File: config.mk
export PLATFORM = sky130hd
export DESIGN_NAME = lt_timer
export DESIGN_NICKNAME = d
export VERILOG_FILES = /design/src/logic/lt_pkg.sv /design/src/logic/lt_timer.sv /design/src/logic/lt_sync.sv
export SDC_FILE = /design/constraint.sdc
export NUM_CORES = 1
export LEC_CHECK = 0
export BUFFER_PORTS_ARGS = -buffer_cell sky130_fd_sc_hd__buf_2
export CAP_MARGIN = 20
export CORE_MARGIN = 10
export CORE_UTILIZATION = 58
export CTS_CLUSTER_SIZE = 25
export DETAILED_ROUTE_END_ITERATION = 8
export PLACE_DENSITY = 0.86
export SYNTH_ARGS = -nofsm -noshare
export SYNTH_HDL_FRONTEND = slang
export SYNTH_SLANG_ARGS = --single-unit
File: constraint.sdc
create_clock -name pclk -period 5.62 [get_ports pclk]
set_input_delay 1.124 -clock pclk [delete_from_list [all_inputs] [get_ports pclk]]
set_output_delay 1.124 -clock pclk [all_outputs]
set_load 0.01 [all_outputs]
File: src/logic/lt_pkg.sv
// Package of register map, field positions and reset values for the limit timer
`default_nettype none
package lt_pkg;
  // Register byte offsets on the APB
  localparam logic [7:0] LT_OFF_COUNT = 8'h00;
  localparam logic [7:0] LT_OFF_PERIOD = 8'h04;
  localparam logic [7:0] LT_OFF_CTRL0 = 8'h08;
  localparam logic [7:0] LT_OFF_CTRL1 = 8'h0C;
  localparam logic [7:0] LT_OFF_FLAG = 8'h10;
  localparam logic [7:0] LT_OFF_ENABLE = 8'h14;
  // Reset values
  localparam logic [7:0] LT_COUNT_RST = 8'h00;
  localparam logic [7:0] LT_PERIOD_RST = 8'hFF;
  localparam logic [7:0] LT_CTRL0_RST = 8'h00;
  localparam logic [7:0] LT_CTRL1_RST = 8'h00;
  // Control 0 fields
  localparam int LT_C0_PRE_LO = 0;
  localparam int LT_C0_ON = 2;
  localparam int LT_C0_POST_LO = 3;
  localparam logic [7:0] LT_C0_MASK = 8'h7F;
  // Control 1 fields
  localparam int LT_C1_REN = 0;
  localparam int LT_C1_FEN = 1;
  localparam int LT_C1_SRC_LO = 2;
  localparam int LT_C1_RES = 6;
  localparam int LT_C1_FES = 7;
  localparam logic [7:0] LT_C1_MASK = 8'hDF;
  // Clear source codes
  localparam logic [2:0] LT_SRC_CCP = 3'h0;
  localparam logic [2:0] LT_SRC_CMP1 = 3'h1;
  localparam logic [2:0] LT_SRC_CMP2 = 3'h2;
  localparam logic [2:0] LT_SRC_FLT = 3'h3;
  localparam logic [2:0] LT_SRC_OUT0 = 3'h4;
  localparam logic [2:0] LT_SRC_OUT1 = 3'h5;
  // Instruction clock: one enable per four system clocks
  localparam int LT_INSTR_DIV = 4;
  localparam logic [1:0] LT_INSTR_LAST = 2'h3;
endpackage : lt_pkg
`default_nettype wire

File: src/logic/lt_timer.sv
// Hardware limit timer with APB registers, prescaler, postscaler and clear sources
// Summary of operation
// RULE1: Counter runs from instruction clock, a quarter of the input clock rate.
// RULE2: Prescale select 00,01,10,11 divides by 1, 4, 16, 64.
// RULE3: Counter equal to period gives match; counter clears on next tick.
// RULE4: Count and period readable, writable; reset gives count 00, period FF.
// RULE5: Count write, control 0 write and reset clear pre and postscaler.
// RULE6: Control 0 write leaves the counter value alone.
// RULE7: Matches advance 4-bit postscaler; its overflow sets the match flag.
// RULE8: Interrupt request only when match flag and its enable are set.
// RULE9: Postscale select code n gives one flag per n+1 matches.
// RULE10: Control 0 bit 2 turns the timer on or off.
// RULE11: Control 0 bit 7 is unimplemented and reads zero.
// RULE12: Control 1 selects one external clear source.
// RULE13: Codes 0-5 pick CCP, cmp1, cmp2, fault, out0, out1; 6,7 zero.
// RULE14: Separate rise and fall enables; disabled polarity has no effect.
// RULE15: Per polarity, sensitivity bit set means edge, clear means level.
// RULE16: Enabled clear event clears counter on next timer tick.
// RULE17: Count write beats a coincident clear and discards pending clears.
// RULE18: Unscaled match output goes only to the output generator.
// RULE19: While asleep the timer does not count and holds its value.
// RULE20: While off, counter and scalers hold; no match or flag.
// RULE21: Level mode holds counter at zero while source stays at level.
//
// The APB slave port and the register offsets were left to the implementer.
`default_nettype none
module lt_timer
  import lt_pkg::*;
(
  input wire logic pclk, // System clock, 50 MHz
  input wire logic presetn, // Async reset, active low
  input wire logic psel, // APB select
  input wire logic penable, // APB enable
  input wire logic pwrite, // APB direction, high for write
  input wire logic [7:0] paddr, // APB byte address
  input wire logic [31:0] pwdata, // APB write data
  output logic [31:0] prdata, // APB read data
  output logic pready, // APB ready
  output logic pslverr, // APB error on unmapped address
  input wire logic sleep, // Processor sleep, same clock domain
  input wire logic ccp_out, // Capture/compare output
  input wire logic cmp1_out, // Comparator 1 output
  input wire logic cmp2_out, // Comparator 2 output
  input wire logic cog_fault_pin, // Generator fault pin
  input wire logic cog_output_0, // Generator output 0
  input wire logic cog_output_1, // Generator output 1
  output logic limit_match_output, // Unscaled match to output generator
  output logic match_irq // Interrupt request
);
  logic [7:0] limit_count_reg;
  logic [7:0] limit_period_reg;
  logic [7:0] limit_control_0;
  logic [7:0] limit_control_1;
  logic match_irq_flag;
  logic match_irq_enable;
  logic [1:0] instr_div;
  logic instr_tick;
  logic [5:0] pre_cnt;
  logic [3:0] post_cnt;
  logic timer_tick;
  logic [5:0] src_sync;
  logic src_now;
  logic src_prev;
  logic src_rise;
  logic src_fall;
  logic sel_settle;
  logic rise_pend;
  logic fall_pend;
  logic clear_now;
  logic match;
  logic [5:0] pre_last;
  logic wr_acc;
  logic rd_setup;
  logic addr_ok;
  logic wr_count;
  logic wr_period;
  logic wr_ctrl0;
  logic wr_ctrl1;
  logic wr_flag;
  logic wr_enable;
  logic [7:0] next_rdata;

  // APB decode: zero wait states
  assign wr_acc = psel && penable && pwrite;
  assign rd_setup = psel && !penable && !pwrite;
  assign addr_ok = (paddr == LT_OFF_COUNT) || (paddr == LT_OFF_PERIOD)
    || (paddr == LT_OFF_CTRL0) || (paddr == LT_OFF_CTRL1)
    || (paddr == LT_OFF_FLAG) || (paddr == LT_OFF_ENABLE);
  assign wr_count = wr_acc && (paddr == LT_OFF_COUNT);
  assign wr_period = wr_acc && (paddr == LT_OFF_PERIOD);
  assign wr_ctrl0 = wr_acc && (paddr == LT_OFF_CTRL0);
  assign wr_ctrl1 = wr_acc && (paddr == LT_OFF_CTRL1);
  assign wr_flag = wr_acc && (paddr == LT_OFF_FLAG);
  assign wr_enable = wr_acc && (paddr == LT_OFF_ENABLE);

  // Instruction clock enable, one in four
  always_ff @(posedge pclk or negedge presetn) begin
    if (!presetn) begin
      instr_div <= 2'h0;
    end else begin
      instr_div <= instr_div + 2'h1; // RULE1
    end
  end
  assign instr_tick = (instr_div == LT_INSTR_LAST);

  // Prescaler terminal value per select code
  always_comb begin
    case (limit_control_0[LT_C0_PRE_LO +: 2])
      2'h0: pre_last = 6'h00; // RULE2
      2'h1: pre_last = 6'h03;
      2'h2: pre_last = 6'h0F;
      2'h3: pre_last = 6'h3F;
      default: pre_last = 6'h00;
    endcase
  end

  // Timer tick gated by on bit and sleep
  assign timer_tick = instr_tick && limit_control_0[LT_C0_ON] && !sleep // RULE10 RULE19 RULE20
    && (pre_cnt == pre_last);

  // Prescaler counter
  always_ff @(posedge pclk or negedge presetn) begin
    if (!presetn) begin
      pre_cnt <= 6'h00;
    end else if (wr_count || wr_ctrl0) begin
      pre_cnt <= 6'h00; // RULE5
    end else if (instr_tick && limit_control_0[LT_C0_ON] && !sleep) begin
      pre_cnt <= (pre_cnt == pre_last) ? 6'h00 : pre_cnt + 6'h01;
    end
  end

  // Clear source synchronisers
  lt_sync #(.WIDTH(6)) u_sync (
    .pclk(pclk),
    .presetn(presetn),
    .d({cog_output_1, cog_output_0, cog_fault_pin, cmp2_out, cmp1_out, ccp_out}),
    .q(src_sync)
  );

  // Clear source multiplexer
  always_comb begin
    case (limit_control_1[LT_C1_SRC_LO +: 3])
      LT_SRC_CCP: src_now = src_sync[0]; // RULE12 RULE13
      LT_SRC_CMP1: src_now = src_sync[1];
      LT_SRC_CMP2: src_now = src_sync[2];
      LT_SRC_FLT: src_now = src_sync[3];
      LT_SRC_OUT0: src_now = src_sync[4];
      LT_SRC_OUT1: src_now = src_sync[5];
      default: src_now = 1'b0;
    endcase
  end

  // Previous source level for edge detection
  always_ff @(posedge pclk or negedge presetn) begin
    if (!presetn) begin
      src_prev <= 1'b0;
    end else begin
      src_prev <= src_now;
    end
  end

  // Cycle after a source select change, when the detector compares two lines
  always_ff @(posedge pclk or negedge presetn) begin
    if (!presetn) begin
      sel_settle <= 1'b0;
    end else begin
      sel_settle <= wr_ctrl1;
    end
  end

  // Source edges, masked while the select settles to avoid a false clear
  assign src_rise = src_now && !src_prev && !sel_settle;
  assign src_fall = !src_now && src_prev && !sel_settle;

  // Pending rising event, cleared on tick or by count write
  always_ff @(posedge pclk or negedge presetn) begin
    if (!presetn) begin
      rise_pend <= 1'b0;
    end else if (wr_count) begin
      rise_pend <= 1'b0; // RULE17
    end else if (src_rise && limit_control_1[LT_C1_REN]) begin
      rise_pend <= 1'b1; // RULE14 RULE15
    end else if (timer_tick) begin
      rise_pend <= 1'b0;
    end
  end

  // Pending falling event, cleared on tick or by count write
  always_ff @(posedge pclk or negedge presetn) begin
    if (!presetn) begin
      fall_pend <= 1'b0;
    end else if (wr_count) begin
      fall_pend <= 1'b0; // RULE17
    end else if (src_fall && limit_control_1[LT_C1_FEN]) begin
      fall_pend <= 1'b1; // RULE14 RULE15
    end else if (timer_tick) begin
      fall_pend <= 1'b0;
    end
  end

  // Clear condition from edge pendings or held levels
  assign clear_now =
    (limit_control_1[LT_C1_REN] && (limit_control_1[LT_C1_RES] ? rise_pend : src_now))
    || (limit_control_1[LT_C1_FEN] && (limit_control_1[LT_C1_FES] ? fall_pend : !src_now)); // RULE21

  // Period compare, blocked by a clear on this tick
  assign match = (limit_count_reg == limit_period_reg) && !clear_now; // RULE3

  // Main counter
  always_ff @(posedge pclk or negedge presetn) begin
    if (!presetn) begin
      limit_count_reg <= LT_COUNT_RST; // RULE4
    end else if (wr_count) begin
      limit_count_reg <= pwdata[7:0]; // RULE17
    end else if (timer_tick) begin
      if (clear_now || match) begin
        limit_count_reg <= 8'h00; // RULE16 RULE3
      end else begin
        limit_count_reg <= limit_count_reg + 8'h01; // RULE1
      end
    end
  end

  // Unscaled match pulse to the output generator
  always_ff @(posedge pclk or negedge presetn) begin
    if (!presetn) begin
      limit_match_output <= 1'b0;
    end else begin
      limit_match_output <= timer_tick && match && !wr_count; // RULE18
    end
  end

  // Postscaler
  always_ff @(posedge pclk or negedge presetn) begin
    if (!presetn) begin
      post_cnt <= 4'h0;
    end else if (wr_count || wr_ctrl0) begin
      post_cnt <= 4'h0; // RULE5
    end else if (timer_tick && match) begin
      if (post_cnt == limit_control_0[LT_C0_POST_LO +: 4]) begin
        post_cnt <= 4'h0; // RULE9
      end else begin
        post_cnt <= post_cnt + 4'h1; // RULE7
      end
    end
  end

  // Match flag: hardware set wins over software clear
  always_ff @(posedge pclk or negedge presetn) begin
    if (!presetn) begin
      match_irq_flag <= 1'b0;
    end else if (timer_tick && match && !wr_count && !wr_ctrl0
      && post_cnt == limit_control_0[LT_C0_POST_LO +: 4]) begin
      match_irq_flag <= 1'b1; // RULE7
    end else if (wr_flag) begin
      match_irq_flag <= pwdata[0];
    end
  end

  // Interrupt request
  always_ff @(posedge pclk or negedge presetn) begin
    if (!presetn) begin
      match_irq <= 1'b0;
    end else begin
      match_irq <= match_irq_flag && match_irq_enable; // RULE8
    end
  end

  // Period register
  always_ff @(posedge pclk or negedge presetn) begin
    if (!presetn) begin
      limit_period_reg <= LT_PERIOD_RST; // RULE4
    end else if (wr_period) begin
      limit_period_reg <= pwdata[7:0];
    end
  end

  // Control register 0, top bit kept at zero
  always_ff @(posedge pclk or negedge presetn) begin
    if (!presetn) begin
      limit_control_0 <= LT_CTRL0_RST;
    end else if (wr_ctrl0) begin
      limit_control_0 <= pwdata[7:0] & LT_C0_MASK; // RULE11 RULE6
    end
  end

  // Control register 1, bit 5 kept at zero
  always_ff @(posedge pclk or negedge presetn) begin
    if (!presetn) begin
      limit_control_1 <= LT_CTRL1_RST;
    end else if (wr_ctrl1) begin
      limit_control_1 <= pwdata[7:0] & LT_C1_MASK;
    end
  end

  // Interrupt enable bit
  always_ff @(posedge pclk or negedge presetn) begin
    if (!presetn) begin
      match_irq_enable <= 1'b0;
    end else if (wr_enable) begin
      match_irq_enable <= pwdata[0];
    end
  end

  // Read multiplexer
  always_comb begin
    case (paddr)
      LT_OFF_COUNT: next_rdata = limit_count_reg;
      LT_OFF_PERIOD: next_rdata = limit_period_reg;
      LT_OFF_CTRL0: next_rdata = limit_control_0; // RULE11
      LT_OFF_CTRL1: next_rdata = limit_control_1;
      LT_OFF_FLAG: next_rdata = {7'h00, match_irq_flag};
      LT_OFF_ENABLE: next_rdata = {7'h00, match_irq_enable};
      default: next_rdata = 8'h00;
    endcase
  end

  // Ready, high for the single access cycle
  always_ff @(posedge pclk or negedge presetn) begin
    if (!presetn) begin
      pready <= 1'b0;
    end else begin
      pready <= psel && !penable;
    end
  end

  // Error, beside ready for an unmapped address
  always_ff @(posedge pclk or negedge presetn) begin
    if (!presetn) begin
      pslverr <= 1'b0;
    end else begin
      pslverr <= psel && !penable && !addr_ok;
    end
  end

  // Read data taken in the setup cycle, held until the next read
  always_ff @(posedge pclk or negedge presetn) begin
    if (!presetn) begin
      prdata <= 32'h00000000;
    end else if (rd_setup) begin
      prdata <= {24'h000000, next_rdata};
    end
  end
endmodule : lt_timer
`default_nettype wire

File: src/logic/lt_sync.sv
// Two-flop synchroniser for a bundle of asynchronous inputs
`default_nettype none
module lt_sync #(
  parameter int WIDTH = 6
) (
  input wire logic pclk, // System clock
  input wire logic presetn, // Async reset, active low
  input wire logic [WIDTH-1:0] d, // Asynchronous inputs
  output logic [WIDTH-1:0] q // Synchronised outputs
);
  logic [WIDTH-1:0] stage1;

  // First stage feeds the second only
  always_ff @(posedge pclk or negedge presetn) begin
    if (!presetn) begin
      stage1 <= '0;
      q <= '0;
    end else begin
      stage1 <= d;
      q <= stage1;
    end
  end
endmodule : lt_sync
`default_nettype wire

**Word-level counts from Yosys, hierarchy flattened**

Cells that the tools add are included.

- $add $sub $neg: 4
- Equality and inequality tests: 17
- Muxes and demuxes: 21
- Reduce and logical (&&, ||, !) cells: 55

Operator list:

| kind | number |
|---|---|
| 8-bit case mux with 6 select lines | 1 |
| 1-bit logical AND | 28 |
| 8-bit two-way mux | 3 |
| 6-bit case mux with 4 select lines | 1 |
| 6-bit two-way mux | 3 |
| 8-bit by 4-bit == test with 1-bit output (second input constant) | 2 |
| 8-bit by 5-bit == test with 1-bit output (second input constant) | 2 |
| 4-bit two-way mux | 3 |
| 1-bit zero test | 10 |
| 1-bit two-way mux | 9 |
| 8-bit by 1-bit adder with 8-bit output (second input constant) | 1 |
| 8-bit by 3-bit == test with 1-bit output (second input constant) | 1 |
| 8-bit == test | 1 |
| 8-bit zero test | 1 |
| 1-bit logical OR | 8 |
| 2-bit nonzero test | 4 |
| 6-bit by 1-bit adder with 6-bit output (second input constant) | 1 |
| 2-bit == test (second input constant) | 3 |
| 3-bit by 2-bit == test with 1-bit output (second input constant) | 2 |
| 3-bit == test (second input constant) | 2 |
| 6-bit == test | 1 |
| 1-bit case mux with 6 select lines | 1 |
| 3-bit nonzero test | 2 |
| 4-bit by 1-bit adder with 4-bit output (second input constant) | 1 |
| other kinds (6) | 6 |

- Register bits after elaboration: 72
- Input bits: 52
- Output and inout port bits: 36
- Logic and storage cells: 117

**Depth between registers and ports, before layout**

- Depth after elaboration: 13
- Gate-level depth with buffers: 8
- Depth with buffers taken out: 7

**Hierarchy**

Synthesis repeated with hierarchy kept, for this count alone.

- Cell total of the unflattened synthesis: 334
- Area, all modules: 3599.7 um2

Modules (own cells, without submodules):

| module | times used | cells an instance | area an instance (um2) | sequential area each (um2) |
|---|---|---|---|---|
| lt_timer | 1 | 322 | 3299.4 | 1511.4 |
| lt_sync | 1 | 12 | 300.3 | 300.3 |

**Worst setup path before layout**

Ideal clock, no wire load.

- Path kind: input-to-reg
- Start: input port paddr[7]
- End: register limit_count_reg[5]
- Setup time: 0.137 ns
- Arrival: 2.396 ns
- Required time: 5.483 ns
- Slack: 3.086 ns
- Cell stages on the path: 6
- Buffers on the path: 0
- Cells stage by stage: nor4_2 nand3_1 nor2_1 nor2_1 a21oi_1 o221ai_1

- Cells in the longest elaborated chain, start to end: 3
- Elaborated cells between the ends (all ways): 4
- Classes of those cells: mux: 1; reduce/logical: 3

RTL lines:

| item | RTL line | RTL |
|---|---|---|
| start, declared | lt_timer.sv:35 | `input wire logic [7:0] paddr,` |
| 8-bit zero test * | lt_timer.sv:89 | `assign wr_count = wr_acc && (paddr == LT_OFF_COUNT);` |
| 1-bit logical AND * | lt_timer.sv:89 |  |
| 8-bit two-way mux / 2-bit nonzero test (equally long branches) | -- |  |
| end signal, assigned | lt_timer.sv:214 | `limit_count_reg <= pwdata[7:0];` |
| end signal, assigned | lt_timer.sv:219 | `limit_count_reg <= limit_count_reg + 8'h01;` |
| end, declared | lt_timer.sv:50 | `logic [7:0] limit_count_reg;` |

Every way passes the cells marked *; elsewhere a longest branch is shown, timed or not.
A chain may end at the register's enable or synchronous reset.

**Worst setup path in the final report**

- Start: input port paddr[2]
- End: register limit_count_reg[3]

The elaborated chain is that of the path after synthesis.

==> run summary <==
Power, Total = 0.991 mW
final hold violations = 0
Mean Syn Cell Area = 11.1 um^2
dpl ws = 2.36 ns
Finished Layout Cells = 450
dominant cell type by area after synthesis = dfrtp_1
Max VDD drop = 0.208 mV
H-tree depth = 3
Worst EP arrival = 3.15 ns
GRT overflow = 0
final worst slack = 2.68 ns
most frequently used flop master after synthesis = dfrtp_1
Placed Instance Area = 3790 um^2
CORE AREA = 5990 um^2
number of fill cells in the layout = 464
critical path's slowest cell = nor2_1
first-pass GRT wire length = 13,000 um
cell area after synthesis = 3630 um^2
post-route cell area = 3980 um^2
status = finished, final reports clean
# diodes = 0
number of flops mapped to enable cells by yosys = 0
ranking of synthesized cells by area = dfrtp_1, mux2_2, dfstp_2, buf_4, nand2_1
#FFs+latches synth = 72
Worst Tran Pin Value = 0.872 ns
crit-path max FO = 13
share of cells above drive strength 1 = 26.1%
Synth top cells by count = dfrtp_1, nand2_1, buf_4
CP dominant cell by count = nor2_1
Die Width = 99.1 um
area share of the largest cell type after synthesis = 44.2%
aggregate global-route resource usage = 16.0%
count leader, synth = dfrtp_1
Post-CTS Setup Inserts = 0
Slew Limit Fails = 0
crit end category = flip-flop
cell family with most CP delay = simple AND/OR/NAND/NOR gates
Layout area overhead = 9.73%
fin nets = 426
worst hold slack = 0.351 ns
skew final = 0.0125 ns
pin count of the biggest net entering global routing = 73
critical path class = input port to flip-flop
WP buf/inv = 2
Max clock buf depth = 2
Initial Utilization = 60.5%
clk root buf = clkbuf_8
Critical Path, Cell by Cell = buf_2 > nor3_1 > nand3_1 > nor2_1 > buf_4 > nor2_1 > a21oi_1 > o221ai_1
crit path launch type = input port
clk sink count = 72
share of flip-flops with an asynchronous set or reset = 100%
setup_tns = 0 ns
maximum capacitance violations = 0
CTS tree = done
vias per cell = 5.82
initial drt markers = 230
CTS clk-pin slew, worst paths = 0.09 ns
CP required = 5.84 ns
router iterations before antenna repair = 4
vias in the first global route = 2,650
number of remaining DRC errors = 0
clk_lat worst skew = 0.35 ns
row cnt = 28
Syn. warnings = 0
Die Ht = 99.1 um
pwr/cell area = 249 nW/um^2
leakage power = 1.90 nW
initial antenna violation count = 0
cts hold-fix bufs = 0
Cells after Synth = 327
post-CTS resize count = 0
footprint of the multi-input gates = 1640 um^2
post-synth cell types = 50
post-route ant nets = 0
input/output buffers = 39
Ports = 88
die area = 9820 um^2
slowest stage delay, CP = 0.42 ns
Vias = 2,618
Final Util = 66.4%
Period minus WS final = 2.94 ns
fmax = 341 MHz
RSZ-0062 raised after global routing = no
relative slew slack = 41.9%
final cycle utilization of the critical path = 52.2%
storage element area = 1810 um^2
wire length per cell = 17.4 um
number of CTS-inserted buffers = 9
DP Wirelength = 5680 um
DRT Wirelength = 7840 um
GPL Wtd Cong = 0.923
final setup vio count = 0
sequential fraction of the synthesis area = 49.9%
worst hold path type = flip-flop to flip-flop
Placed Cells = 434
[cell usage in the layout, fill, tap and decap left out, types with 9 or more instances in the layout]
cell type and count:
dfrtp_1 64, buf_2 39, nand2_1 32, conb_1 24, mux2_2 23, nor2_1 20, nand3_1 14, inv_1 10
mux2i_1 9, a21oi_1 9, clkbuf_8 9
[path summary, 6_finish.rpt]
check / from / end / slack (ns) / cells past startpoint
worst max-delay path: paddr[2] / limit_count_reg[3] / 2.68 / 8
worst min-delay path: u_sync.stage1[2] / u_sync.q[2] / 0.35 / 0
worst min register to register: u_sync.stage1[2] / u_sync.q[2] / 0.35 / 0
min in group asynchronous: presetn / match_irq / 0.97 / 2
max in group asynchronous: presetn / limit_control_1[2] / 4.09 / 2
worst max register to register: limit_control_1[2] / limit_count_reg[3] / 3.34 / 6
[cell families (layout without fill, tap and decap cells)]
logic type / count (synthesis) / after routing / synth area share, %
buffers and inverters: 42 / 67 / 7.17
muxes: 38 / 38 / 13.5
AOI/OAI and AO/OA: 52 / 52 / 10.2
DFF: 72 / 72 / 49.9
other: 1 / 24 / 0.103
adders and majority gates: 4 / 4 / 1.38
xor gates and xnor gates: 14 / 14 / 3.38
and+or+nand+nor: 104 / 104 / 14.4
[worst reg2reg max path: stages (launching register included)]
cell and delay [ns]:
dfrtp_1 0.46, mux2i_1 0.25, o22ai_1 0.17, or3b_4 0.43, a211oi_4 0.42, nand2_1 0.23
o221ai_1 0.24
[power breakdown]
group / leakage (nW) / switching, mW / internal (mW)
clock network: 0.0892 / 0.221 / 0.169
registers: 0.895 / 0.00750 / 0.529
logic: 0.914 / 0.0414 / 0.0235
[final cells by class]
cell class                      count  share of cell area (%)
Clock buffer                        9                    3.11
Clock inverter                      7                    1.54
Inverter                           10                   0.943
Multi-Input combinational cell    236                    41.2
Sequential cell                    72                    45.5
Tap cell                           75                    2.36
Timing Repair Buffer               41                    5.28
[metal layers]
layer / vias up / GRT usage (%) / wire length [um]
met5: - / 0 / 0
met3: 12 / 5.73 / 607
met2: 77 / 25.3 / 3730
li1: 1223 / - / -
met4: 0 / 5.51 / 71
met1: 1306 / 19.9 / 3430
Power figures use the tool's default switching activity.
